## src/include/bus_ctrl_pkg.sv

```systemverilog
// Purpose: shared constants and types of the bus command controller
// Assumes: 200 MHz system clock
// Notes: status codes as printed, msb first
package bus_ctrl_pkg;

    // ------------------------------------------------------------
    // status codes
    // ------------------------------------------------------------
    localparam logic [2:0] ST_INT_ACK = 3'h0;
    localparam logic [2:0] ST_IO_READ = 3'h1;
    localparam logic [2:0] ST_IO_WRITE = 3'h2;
    localparam logic [2:0] ST_HALT = 3'h3;
    localparam logic [2:0] ST_CODE_READ = 3'h4;
    localparam logic [2:0] ST_MEM_READ = 3'h5;
    localparam logic [2:0] ST_MEM_WRITE = 3'h6;
    localparam logic [2:0] ST_PASSIVE = 3'h7;

    // ------------------------------------------------------------
    // timing
    // ------------------------------------------------------------
    localparam int CLK_PERIOD_NS = 5;
    localparam int GRANT_DELAY_NS = 85;
    localparam int GRANT_CNT_W = 5;
    localparam logic [GRANT_CNT_W-1:0] GRANT_CYCLES =
        GRANT_CNT_W'((GRANT_DELAY_NS + CLK_PERIOD_NS - 1) / CLK_PERIOD_NS);

    // ------------------------------------------------------------
    // reset values
    // ------------------------------------------------------------
    // order: cpu clock, status[2:0], qualifier, strap, grant_n
    localparam int PIN_W = 7;
    localparam logic [PIN_W-1:0] PIN_RESET = 7'h39;
    localparam logic CMD_IDLE = 1'h1;
    localparam logic DIR_IDLE = 1'h1;

    // ------------------------------------------------------------
    // machine cycle phases
    // ------------------------------------------------------------
    typedef enum logic [4:0] {
        PH_IDLE = 5'h01,
        PH_STROBE = 5'h02,
        PH_ADDR = 5'h04,
        PH_EARLY = 5'h08,
        PH_LATE = 5'h10
    } phase_t;

    // receive direction cycles
    function automatic logic is_read(input logic [2:0] code);
        is_read = (code == ST_INT_ACK) || (code == ST_IO_READ) ||
                  (code == ST_CODE_READ) || (code == ST_MEM_READ);
    endfunction : is_read

    // memory space cycles
    function automatic logic is_mem(input logic [2:0] code);
        is_mem = code[2] && (code != ST_PASSIVE);
    endfunction : is_mem

endpackage : bus_ctrl_pkg

```

## src/core/pin_sync.sv

```systemverilog
// Purpose: three stage pin synchroniser with agreement filter
// Assumes: inputs asynchronous to sys_clk_in
// Notes: output follows once stages two and three agree
`timescale 1ns/1ps
module pin_sync #(
    parameter int WIDTH = 1,
    parameter logic [WIDTH-1:0] RESET_VAL = '0
) (
    input wire logic sys_clk_in,
    input wire logic nrst_in,
    input wire logic [WIDTH-1:0] pins_in,
    output logic [WIDTH-1:0] pins_out
);

    logic [WIDTH-1:0] stage1;
    logic [WIDTH-1:0] stage2;
    logic [WIDTH-1:0] stage3;
    logic [WIDTH-1:0] next_out;

    always_comb begin
        for (int i = 0; i < WIDTH; i++) begin
            next_out[i] = (stage2[i] == stage3[i]) ? stage3[i] : pins_out[i];
        end
    end

    always_ff @(posedge sys_clk_in or negedge nrst_in) begin
        if (!nrst_in) begin
            stage1 <= RESET_VAL;
            stage2 <= RESET_VAL;
            stage3 <= RESET_VAL;
            pins_out <= RESET_VAL;
        end else begin
            stage1 <= pins_in;
            stage2 <= stage1;
            stage3 <= stage2;
            pins_out <= next_out;
        end
    end

endmodule : pin_sync

```

## src/core/cpu_bus_command_controller.sv

```systemverilog
// Purpose: status decoder and command/control generator
// Assumes: processor clock far slower than sys_clk_in
// Notes: all pins filtered, all outputs registered
// Function
// - early write commands assert one processor clock before normal writes
// - interrupt acknowledge uses the same timing as an io read
// - data enable gates the transceivers onto the local bus
// - direction output high for writes, low for reads
// - strap high: shared pin is active low peripheral data enable
// - strap low: shared pin is cascade enable, only in acknowledge cycles
// - acknowledge comes as two cycles, first one transfers nothing
// - cascade enable asserted with the strobe before second acknowledge
// - address strobe pulses once in every machine cycle
// - each strobe latches the status for halt decoding
// - qualifier high lets commands run normally
// - qualifier low drives every command line inactive
// - strobe starts at later of clock fall and status active
// - decode status codes into read, write and acknowledge commands
// - strap high: io commands and acknowledge ignore bus grant
// - strap low: no command until 85 ns after grant goes low
`timescale 1ns/1ps
module cpu_bus_command_controller (
    input wire logic sys_clk_in,
    input wire logic nrst_in,
    input wire logic cpu_clk_in,
    input wire logic [2:0] cpu_status_in,
    input wire logic cmd_qualifier_in,
    input wire logic io_bus_strap_in,
    input wire logic bus_grant_n_in,
    output logic mem_read_cmd_n_out,
    output logic mem_write_cmd_n_out,
    output logic io_read_cmd_n_out,
    output logic io_write_cmd_n_out,
    output logic early_mem_write_cmd_n_out,
    output logic early_io_write_cmd_n_out,
    output logic int_ack_cmd_n_out,
    output logic addr_latch_strobe_out,
    output logic data_enable_out,
    output logic xfer_direction_out,
    output logic cascade_periph_data_enable_n_out
);

    // ------------------------------------------------------------
    // input filtering
    // ------------------------------------------------------------
    logic [bus_ctrl_pkg::PIN_W-1:0] pins;
    logic cpu_clk;
    logic [2:0] status;
    logic qual;
    logic strap;
    logic grant_n;

    pin_sync #(
        .WIDTH(bus_ctrl_pkg::PIN_W),
        .RESET_VAL(bus_ctrl_pkg::PIN_RESET)
    ) u_sync (
        .sys_clk_in(sys_clk_in),
        .nrst_in(nrst_in),
        .pins_in({cpu_clk_in, cpu_status_in, cmd_qualifier_in,
                  io_bus_strap_in, bus_grant_n_in}),
        .pins_out(pins)
    );

    assign {cpu_clk, status, qual, strap, grant_n} = pins;

    // ------------------------------------------------------------
    // bus grant delay
    // ------------------------------------------------------------
    logic [bus_ctrl_pkg::GRANT_CNT_W-1:0] grant_cnt;
    logic [bus_ctrl_pkg::GRANT_CNT_W-1:0] next_grant_cnt;
    logic grant_ok;

    always_comb begin
        next_grant_cnt = grant_cnt;
        if (grant_n) begin
            next_grant_cnt = '0;
        end else if (grant_cnt != bus_ctrl_pkg::GRANT_CYCLES) begin
            next_grant_cnt = grant_cnt + 1'b1;
        end
    end

    always_ff @(posedge sys_clk_in or negedge nrst_in) begin
        if (!nrst_in) begin
            grant_cnt <= '0;
        end else begin
            grant_cnt <= next_grant_cnt;
        end
    end

    assign grant_ok = !grant_n && (grant_cnt == bus_ctrl_pkg::GRANT_CYCLES);

    // ------------------------------------------------------------
    // machine cycle sequencer
    // ------------------------------------------------------------
    bus_ctrl_pkg::phase_t phase;
    bus_ctrl_pkg::phase_t next_phase;
    logic [2:0] lat_status;
    logic [2:0] next_lat_status;
    logic clk_prev;
    logic clk_fall;
    logic clk_rise;
    logic active;

    assign clk_fall = clk_prev && !cpu_clk;
    assign clk_rise = !clk_prev && cpu_clk;
    assign active = (status != bus_ctrl_pkg::ST_PASSIVE);

    always_comb begin
        next_phase = phase;
        next_lat_status = lat_status;
        case (phase)
            bus_ctrl_pkg::PH_IDLE: begin
                if (active && !cpu_clk) begin
                    next_phase = bus_ctrl_pkg::PH_STROBE;
                    next_lat_status = status;
                end
            end
            bus_ctrl_pkg::PH_STROBE: begin
                if (clk_rise) begin
                    next_phase = bus_ctrl_pkg::PH_ADDR;
                end
            end
            bus_ctrl_pkg::PH_ADDR: begin
                if (clk_fall && lat_status != bus_ctrl_pkg::ST_HALT) begin
                    next_phase = bus_ctrl_pkg::PH_EARLY;
                end
            end
            bus_ctrl_pkg::PH_EARLY: begin
                if (clk_fall) begin
                    next_phase = bus_ctrl_pkg::PH_LATE;
                end
            end
            default: begin
                next_phase = phase;
            end
        endcase
        if (phase != bus_ctrl_pkg::PH_IDLE &&
            phase != bus_ctrl_pkg::PH_STROBE && !active) begin
            next_phase = bus_ctrl_pkg::PH_IDLE;
            next_lat_status = bus_ctrl_pkg::ST_PASSIVE;
        end
    end

    always_ff @(posedge sys_clk_in or negedge nrst_in) begin
        if (!nrst_in) begin
            phase <= bus_ctrl_pkg::PH_IDLE;
            lat_status <= bus_ctrl_pkg::ST_PASSIVE;
            clk_prev <= 1'b0;
        end else begin
            phase <= next_phase;
            lat_status <= next_lat_status;
            clk_prev <= cpu_clk;
        end
    end

    // ------------------------------------------------------------
    // command and control outputs
    // ------------------------------------------------------------
    logic cmd_phase;
    logic late_phase;
    logic mem_ok;
    logic io_ok;
    logic next_mem_rd;
    logic next_mem_wr;
    logic next_io_rd;
    logic next_io_wr;
    logic next_early_mem;
    logic next_early_io;
    logic next_int_ack;
    logic next_strobe;
    logic next_den;
    logic next_dir;
    logic next_shared;

    always_comb begin
        cmd_phase = (phase == bus_ctrl_pkg::PH_EARLY) ||
                    (phase == bus_ctrl_pkg::PH_LATE);
        late_phase = (phase == bus_ctrl_pkg::PH_LATE);
        mem_ok = qual && grant_ok;
        io_ok = qual && (strap || grant_ok);
        next_mem_rd = cmd_phase && mem_ok &&
            (lat_status == bus_ctrl_pkg::ST_MEM_READ ||
             lat_status == bus_ctrl_pkg::ST_CODE_READ);
        next_early_mem = cmd_phase && mem_ok &&
            (lat_status == bus_ctrl_pkg::ST_MEM_WRITE);
        next_mem_wr = late_phase && mem_ok &&
            (lat_status == bus_ctrl_pkg::ST_MEM_WRITE);
        next_io_rd = cmd_phase && io_ok &&
            (lat_status == bus_ctrl_pkg::ST_IO_READ);
        next_early_io = cmd_phase && io_ok &&
            (lat_status == bus_ctrl_pkg::ST_IO_WRITE);
        next_io_wr = late_phase && io_ok &&
            (lat_status == bus_ctrl_pkg::ST_IO_WRITE);
        next_int_ack = cmd_phase && io_ok &&
            (lat_status == bus_ctrl_pkg::ST_INT_ACK);
        next_strobe = (phase == bus_ctrl_pkg::PH_STROBE);
        next_den = cmd_phase && qual &&
            ((bus_ctrl_pkg::is_mem(lat_status) && mem_ok) ||
             (!strap && !bus_ctrl_pkg::is_mem(lat_status) &&
              lat_status != bus_ctrl_pkg::ST_HALT && io_ok));
        next_dir = !((phase != bus_ctrl_pkg::PH_IDLE) &&
                     bus_ctrl_pkg::is_read(lat_status));
        if (strap) begin
            next_shared = !(cmd_phase && io_ok &&
                !bus_ctrl_pkg::is_mem(lat_status) &&
                lat_status != bus_ctrl_pkg::ST_HALT);
        end else begin
            next_shared = next_strobe &&
                (lat_status == bus_ctrl_pkg::ST_INT_ACK);
        end
    end

    always_ff @(posedge sys_clk_in or negedge nrst_in) begin
        if (!nrst_in) begin
            mem_read_cmd_n_out <= bus_ctrl_pkg::CMD_IDLE;
            mem_write_cmd_n_out <= bus_ctrl_pkg::CMD_IDLE;
            io_read_cmd_n_out <= bus_ctrl_pkg::CMD_IDLE;
            io_write_cmd_n_out <= bus_ctrl_pkg::CMD_IDLE;
            early_mem_write_cmd_n_out <= bus_ctrl_pkg::CMD_IDLE;
            early_io_write_cmd_n_out <= bus_ctrl_pkg::CMD_IDLE;
            int_ack_cmd_n_out <= bus_ctrl_pkg::CMD_IDLE;
            addr_latch_strobe_out <= 1'b0;
            data_enable_out <= 1'b0;
            xfer_direction_out <= bus_ctrl_pkg::DIR_IDLE;
            cascade_periph_data_enable_n_out <= 1'b0;
        end else begin
            mem_read_cmd_n_out <= !next_mem_rd;
            mem_write_cmd_n_out <= !next_mem_wr;
            io_read_cmd_n_out <= !next_io_rd;
            io_write_cmd_n_out <= !next_io_wr;
            early_mem_write_cmd_n_out <= !next_early_mem;
            early_io_write_cmd_n_out <= !next_early_io;
            int_ack_cmd_n_out <= !next_int_ack;
            addr_latch_strobe_out <= next_strobe;
            data_enable_out <= next_den;
            xfer_direction_out <= next_dir;
            cascade_periph_data_enable_n_out <= next_shared;
        end
    end
endmodule : cpu_bus_command_controller

```

## config.mk

```make
export PLATFORM = sky130hd
export DESIGN_NAME = cpu_bus_command_controller
export DESIGN_NICKNAME = d
export VERILOG_FILES = /design/src/include/bus_ctrl_pkg.sv /design/src/core/pin_sync.sv /design/src/core/cpu_bus_command_controller.sv
export SDC_FILE = /design/constraint.sdc
export NUM_CORES = 1
export LEC_CHECK = 0
export BUFFER_PORTS_ARGS = -buffer_cell sky130_fd_sc_hd__buf_2
export CELL_PAD_IN_SITES_DETAIL_PLACEMENT = 0
export CELL_PAD_IN_SITES_GLOBAL_PLACEMENT = 1
export CORE_UTILIZATION = 50
export DETAILED_ROUTE_END_ITERATION = 16
export PLACE_DENSITY_LB_ADDON = 0.1
export SETUP_SLACK_MARGIN = 0.2
export SYNTH_ARGS = -nofsm -noshare
export SYNTH_HDL_FRONTEND = slang
export SYNTH_HIERARCHICAL = 1
export SYNTH_SLANG_ARGS = --single-unit
```

## constraint.sdc

```tcl
create_clock -name sys_clk_in -period 2.8 [get_ports sys_clk_in]
set_input_delay 0.42 -clock sys_clk_in [delete_from_list [all_inputs] [get_ports sys_clk_in]]
set_output_delay 0.42 -clock sys_clk_in [all_outputs]
set_load 0.005 [all_outputs]
```

==> results of run 1 <==
[registers in the layout, indices dropped and copies added (netlist names)]
signal and cells:
early_io_write_cmd_n_out 1, lat_status 3, io_write_cmd_n_out 1, u_sync/stage3 7, data_enable_out 1, xfer_direction_out 1
phase 5, clk_prev 1, u_sync/pins_out 7, cascade_periph_data_enable_n_out 1, u_sync/stage1 7, io_read_cmd_n_out 1
int_ack_cmd_n_out 1, u_sync/stage2 7, early_mem_write_cmd_n_out 1, addr_latch_strobe_out 1, mem_write_cmd_n_out 1, grant_cnt 5
mem_read_cmd_n_out 1
[routing by layer]
layer / vias up / wire [um] / global-route usage, %
li1: 562 / - / -
met3: 4 / 166 / 4.83
met4: 0 / 29 / 6.79
met2: 39 / 1380 / 25.6
met5: - / 0 / 0
met1: 591 / 1460 / 22.9
[stage by stage]
| stage | utilization, % | total power, mW | instance area (um2) | cells | hold slack, ps |
|---|---|---|---|---|---|
| global placement | 57.2 | 1.44 | 2160 | 213 | 332 |
| global route | 59.5 | 1.98 | 2240 | 221 | 196 |
| finish | 59.5 | 1.86 | 2240 | 221 | 215 |
| detailed placement | 57.2 | 1.45 | 2160 | 213 | 336 |
| CTS | 59.5 | 1.88 | 2240 | 221 | 204 |
| floorplan | - | 1.37 | 2040 | 152 | 124 |
[cell type report]
| cell class | instances | area [um2] | share of cell area (%) |
|---|---|---|---|
| Clock buffer | 6 | 72.6 | 3.23 |
| Clock inverter | 2 | 13.8 | 0.613 |
| Inverter | 3 | 11.3 | 0.502 |
| Multi-Input combinational cell | 88 | 616 | 27.4 |
| Sequential cell | 53 | 1360 | 60.6 |
| Tap cell | 48 | 60.1 | 2.68 |
| Timing Repair Buffer | 21 | 110 | 4.91 |
[synthesized netlist by cell type (all sizes together), types with 3 or more instances]
cell,instances
inv,3
o21ai,4
buf,6
nor2b,3
dfrtp,25
nor3,8
nand2,12
dfstp,28
xor2,4
nand3,5
nor2,12
a21oi,3
maj3,7
[where the power goes]
group          switching [mW]  internal [mW]
clock network           0.236          0.178
logic                   0.194          0.177
registers               0.160          0.911
[worst reg2reg max path, stage by stage, from the launching register on]
cell and delay, ps:
dfrtp_1 500, nor3_2 300, nand2_1 120, o41ai_2 460
mux2_1 370
[worst min-delay path by stage]
stage          cells after the start                  startpoint  slack [ps]                         endpoint
6_report                           1              bus_grant_n_in         210       u_sync/stage1[0]$_DFF_PN1_
5_1_grt                            1            cpu_status_in[0]         200       u_sync/stage1[3]$_DFF_PN1_
4_1_cts                            1              bus_grant_n_in         200       u_sync/stage1[0]$_DFF_PN1_
3_5_place_dp                       0  u_sync/stage1[1]$_DFF_PN0_         340       u_sync/stage2[1]$_DFF_PN0_
3_3_place_gp                       0  u_sync/stage1[1]$_DFF_PN0_         330       u_sync/stage2[1]$_DFF_PN0_
2_1_floorplan                      0                     nrst_in         120  addr_latch_strobe_out$_DFF_PN0_
[cell families (layout without fill, tap and decap cells)]
group / count (synthesis) / after routing / synth area share (%)
AO/OA/AOI/OAI: 16 / 16 / 5.90
XOR/XNOR: 6 / 6 / 2.58
adder cells (fa/ha/maj): 9 / 9 / 5.10
buffers and inverters: 11 / 32 / 2.95
flip-flops: 53 / 53 / 66.8
multiplexers: 3 / 3 / 1.60
AND/OR/NAND/NOR: 54 / 54 / 15.0
[layout by cell type, fill, tap and decap left out, drive strengths merged, types with 2 or more instances in the layout]
cell type / count
a21oi: 3
buf: 21
clkbuf: 6
dfrtp: 25
dfstp: 28
ha: 2
inv: 4
maj3: 7
mux2: 2
nand2: 12
nand3: 5
nand4: 2
nor2: 12
nor2b: 3
nor3: 8
nor4: 2
nor4b: 2
o21ai: 4
o31ai: 2
xnor2: 2
xor2: 4
==> impl_results.md, run 1 <==
- Critical Path Max Stage Delay: 500 ps
- H-tree lvl count: 2
- DP HPWL: 2.04 mm
- Worst R2R Setup Slack: 990 ps
- Hold Path Class: primary input to flop
- Post-route ant nets: 0
- CTS resizes: 0
- Cts bufs inserted: 5
- Die X: 65.8 um
- CTS clk-pin slew, worst paths: 90 ps
- Core area: 3770 um2
- DRC viols: 0
- Pwr Density: 827 nW/um2
- CP Capture Type: flop
- Seq/Total Area, Yosys: 66.8%
- Reg2reg path depth: 4
- Post-synth cell types: 41
- CTS tree: done
- Detail-routed via count per cell: 5.41
- Vert. Die Dim: 65.8 um
- Startpoint types: flop
- Wire per inst: 13.8 um
- Cell Area, Synth: 2040 um2
- Crit path from: phase[4]$_DFFE_PN0P_
- Worst Path Buf+Inv: 0
- DR vias: 1196
- Post-Synthesis Net Count: 163
- Post-synthesis register bit count: 53
- Critical path's slowest cell: dfrtp_1
- Largest net degree at the start of global routing: 48
- Ranking of synthesized cells by area: dfstp_2 36%, dfrtp_1 31%, maj3_2 3.9%
- CP Data Arrival Time: 2040 ps
- VDD IR-drop max: 0.475 mV
- RSZ-0062 raised after global routing: no
- Mapped Cells: 152
- Share of cells above drive strength 1: 40.5%
- Clock skew: 9.77 ps
- Starting DRC count in detailed routing: 67
- Lkg Pwr: 0.942 nW
- Maximum clock rate: 554 MHz
- Total Nets Final: 183
- R2r endpoint: lat_status[0]$_DFFE_PN1P_
- Cells along the critical path: nor3_2 -> nand2_1 -> o41ai_2 -> mux2_1
- Slew @ Worst Pin: 970 ps
- Max Slew Vio Count: 0
- Synth area leader: dfstp_2
- Status: finished, final reports clean
- Detailed-router iteration count before antenna repair: 4
- Effective utilization at floorplan: 54.0%
- First-pass GRT wire length: 5.42 mm
- Worst setup margin: 993 ps
- Slew headroom: 35.3%
- I/O pin cnt: 20
- Crit path depth: 4
- Final period utilization: 64.5%
- Worst Path Max Fanout: 9
- Vias in the first global route: 1183
- Ant. Diodes: 0
- Antenna violations before repair: 0
- Row Count: 22
- Die ar.: 4330 um2
- Synth async-reset ratio: 100%
- Gpl congestion: 0.831
- Number of synthesized flops with an enable pin: 0
- Period minus WS final: 1810 ps
- # setup viols final: 0
- CTS Hold Bufs: 0
- DP Worst Slack: 1000 ps
- Final Hold Fails: 0
- # clock sinks: 53
- Number of port buffers: 19
- Capture point of the worst path: lat_status[0]$_DFFE_PN1P_
- WP data required: 3030 ps
- Final TNS setup: 0 ps
- Synth Area per Inst: 13.4 um2
- Fillers: 295
- Clock Tree Buf Depth: 2
- Layout area overhead: 10.2%
- Top cell type's share of synthesized area: 36.1%
- Crit-path leading delay family: flip-flops
- Clock root cell: clkbuf_8
- Worst r2r src: phase[4]$_DFFE_PN0P_
- Setup bufs post-CTS: 0
- Total track usage: 16.9%
- Max-Cap Viols: 0
- Ys flop type: dfstp_2
- Wirelength, routed: 3.04 mm
- Worst setup path category: flop to flop
- Grt ovf: 0
- Clk_lat worst skew: 300 ps
- Ys Warns: 6
(Power assumes the default switching activity.)
==> run 2: changes to the inputs <==
Settings changed: CORE_UTILIZATION 50 to 47.
Clock period 2.8 ns to 1.7 ns, I/O delays scaled along.
==> run 2 against run 1 <==
Net effect: die area rose by 6.2%; critical path depth rose by 1; flip-flop and latch count is the same; combinational power rose to 3.2 times the previous value; total power rose by 100%; via count up 7.4%; largest cell class unchanged.
==> impl_results.md, run 2 (synthesized netlist as in run 1, its figures left out) <==
- Post-route ant nets: 0 (unchanged)
- Pwr Density: 1440 nW/um2 (was 827 nW/um2)
- Detailed-router iteration count before antenna repair: 4 (unchanged)
- First-pass GRT wire length: 5.89 mm (was 5.42 mm)
- P_sw: 1.15 mW (was 0.590 mW)
- Gate power share: 31.5% (was 20.0%)
- Layout area overhead: 27.7% (was 10.2%)
- DRC viols: 0 (unchanged)
- Status: finished, final reports clean (unchanged)
- Total Power: 3.76 mW (was 1.86 mW)
- Period minus WS final: 1630 ps (was 1810 ps)
- Startpoint types: flop (unchanged)
- CTS tree: done (unchanged)
- Number of port buffers: 19 (unchanged)
- Largest net degree at the start of global routing: 54 (was 48)
- Clock root cell: clkbuf_8 (unchanged)
- Crit-path leading delay family: simple AND/OR/NAND/NOR gates (was flip-flops)
- Ant. Diodes: 0 (unchanged)
- Total Nets Final: 206 (was 183)
- Core area: 4090 um2 (was 3770 um2)
- Grt ovf: 0 (unchanged)
- Detail-routed via count per cell: 5.22 (was 5.41)
- Dpl cells: 227 (was 213)
- RSZ-0062 raised after global routing: yes (was no)
- Cts bufs inserted: 5 (unchanged)
- Worst setup path category: flop to flop (unchanged)
- Slew @ Worst Pin: 399 ps (was 970 ps)
- Slew headroom: 73.3% (was 35.3%)
- Commonest non-fill, non-tap cell in the layout: dfstp_2 (unchanged)
- Max Slew Vio Count: 0 (unchanged)
- Wirelength, routed: 3.48 mm (was 3.04 mm)
- Clk_lat worst skew: 300 ps (about the same)
- Row Count: 23 (was 22)
- Antenna violations before repair: 0 (unchanged)
- Total track usage: 18.0% (was 16.9%)
- Max-Cap Viols: 0 (unchanged)
- Wire per inst: 14.1 um (was 13.8 um)
- Maximum clock rate: 613 MHz (was 554 MHz)
- H-tree lvl count: 2 (unchanged)
- DP HPWL: 2.25 mm (was 2.04 mm)
- Layout Cells excl Fill: 246 (was 221)
- Fillers: 326 (was 295)
- Final Hold Fails: 0 (unchanged)
- Worst Path Max Fanout: 4 (was 9)
- Clock skew: 9.13 ps (was 9.77 ps)
- DR vias: 1284 (was 1196)
- # clock sinks: 53 (unchanged)
- Sequential Power Share: 45.6% (was 57.6%)
- Critical Path Max Stage Delay: 580 ps (was 500 ps)
- Most frequent cells in the layout: 28 x dfstp_2, 24 x dfrtp_1, 21 x buf_4, 19 x buf_2 (was 28 x dfstp_2, 25 x dfrtp_1, 19 x buf_2, 12 x nand2_1, 12 x nor2_1)
- Die X: 67.8 um (was 65.8 um)
- Pint: 2.60 mW (was 1.27 mW)
- I/O pin cnt: 20 (unchanged)
- Effective utilization at floorplan: 49.8% (was 54.0%)
- Clock power share: 22.9% (was 22.3%)
- Gpl congestion: 0.787 (was 0.831)
- # setup viols final: 0 (unchanged)
- Lkg Pwr: 1.10 nW (was 0.942 nW)
- CTS clk-pin slew, worst paths: 90 ps (about the same)
- WP data required: 1930 ps (was 3030 ps)
- Die ar.: 4600 um2 (was 4330 um2)
- CP Capture Type: flop (unchanged)
- Clock Tree Buf Depth: 2 (unchanged)
- Starting DRC count in detailed routing: 59 (was 67)
- Share of cells above drive strength 1: 56.1% (was 40.5%)
- Critical path's slowest cell: or4b_4 (was dfrtp_1)
- Sw frac: 30.7% (was 31.8%)
- Vert. Die Dim: 67.8 um (was 65.8 um)
- VDD IR-drop max: 0.706 mV (was 0.475 mV)
- CP Data Arrival Time: 1860 ps (was 2040 ps)
- Final period utilization: 96.0% (was 64.5%)
- Cells along the critical path: or4b_4 -> nor4b_2 -> nor3_1 -> a2111oi_2 -> nor2_1 (was nor3_2 -> nand2_1 -> o41ai_2 -> mux2_1)
- Hold Path Class: primary input to flop (unchanged)
- Worst Path Buf+Inv: 0 (unchanged)
- Vias in the first global route: 1252 (was 1183)
-- run 2: changes by cell type in the layout (fill, tap and decap cells not counted), moves of 2 or more --
cell	before	now
buf_4	2	21
buf_6	0	2
mux2_1	2	0
mux2_4	0	2
nand2_1	12	9
nand2_2	0	3
nor2_1	12	9
nor2_4	0	2
nor3_1	7	5
-- run 2: cell type report --
cell class | count | area, um2 | area share, %
Tap cell | 50 | 62.6 | 2.41
Clock inverter | 1 | 30.0 | 1.15
Multi-Input combinational cell | 88 | 743 | 28.6
Clock buffer | 7 | 86.3 | 3.32
Sequential cell | 53 | 1360 | 52.4
Timing Repair Buffer | 44 | 305 | 11.7
Inverter | 3 | 11.3 | 0.433
-- run 2: repair_timing --
| action | in CTS | in global routing |
|---|---|---|
| hold buffers | 1 | 0 |
| endpoints found under the setup margin | 12 | 14 |
| gates resized for setup | 15 | 13 |
| setup buffers | 4 | 6 |
| hold endpoints to repair | 25 | 0 |
| pin swaps | 5 | 8 |
-- run 2: worst register-to-register path: stages, from the launching register on --
cell       delay, ps
dfrtp_1          380
or4b_4           580
nor4b_2          220
nor3_1            90
a2111oi_2        210
nor2_1            80
-- run 2: path summary, 6_finish.rpt --
check | from | end | slack [ps] | cells past startpoint
setup / recovery | phase[1]$_DFFE_PN0P_ | phase[0]$_DFFE_PN1P_ | 70 | 5
hold / removal | bus_grant_n_in | u_sync/stage1[0]$_DFF_PN1_ | 50 | 1
setup reg to reg | phase[1]$_DFFE_PN0P_ | phase[0]$_DFFE_PN1P_ | 70 | 5
hold reg to reg | u_sync/stage1[1]$_DFF_PN0_ | u_sync/stage2[1]$_DFF_PN0_ | 350 | 0
max in group asynchronous | nrst_in | u_sync/stage1[4]$_DFF_PN1_ | 950 | 3
min in group asynchronous | nrst_in | addr_latch_strobe_out$_DFF_PN0_ | 450 | 3
-- run 2: routing by layer --
metal  vias up  track usage (%)  share of wire, %
li1        619                -                 -
met1       627             24.1                45
met2        31             27.1                49
met3         7             4.83               4.4
met4         0             8.85               1.9
met5         -                0                 0
-- run 2: through the flow --
| stage | setup TNS, ps | hold WS [ps] | utilization [%] | worst slack [ps] | instance area (um2) |
|---|---|---|---|---|---|
| 5_1_grt | -2.53 | 36.0 | 63.7 | -2.53 | 2600 |
| 4_1_cts | 0 | 39.7 | 61.2 | 56.7 | 2500 |
| 2_1_floorplan | 0 | -40.6 | - | 14.1 | 2040 |
| 3_5_place_dp | 0 | 263 | 55.4 | 54.1 | 2260 |
| 3_3_place_gp | 0 | 258 | 55.4 | 60.6 | 2260 |
| 6_report | 0 | 49.9 | 63.7 | 68.3 | 2600 |
-- run 2: power groups by stage --
| stage | clock network (mW) | logic [mW] | registers, mW |
|---|---|---|---|
| finish | 0.861 | 1.18 | 1.71 |
| global route | 0.934 | 1.29 | 1.75 |
| CTS | 0.888 | 1.09 | 1.70 |
| detailed placement | 0 | 0.870 | 1.70 |
| global placement | 0 | 0.875 | 1.70 |
| floorplan | 0 | 0.644 | 1.61 |
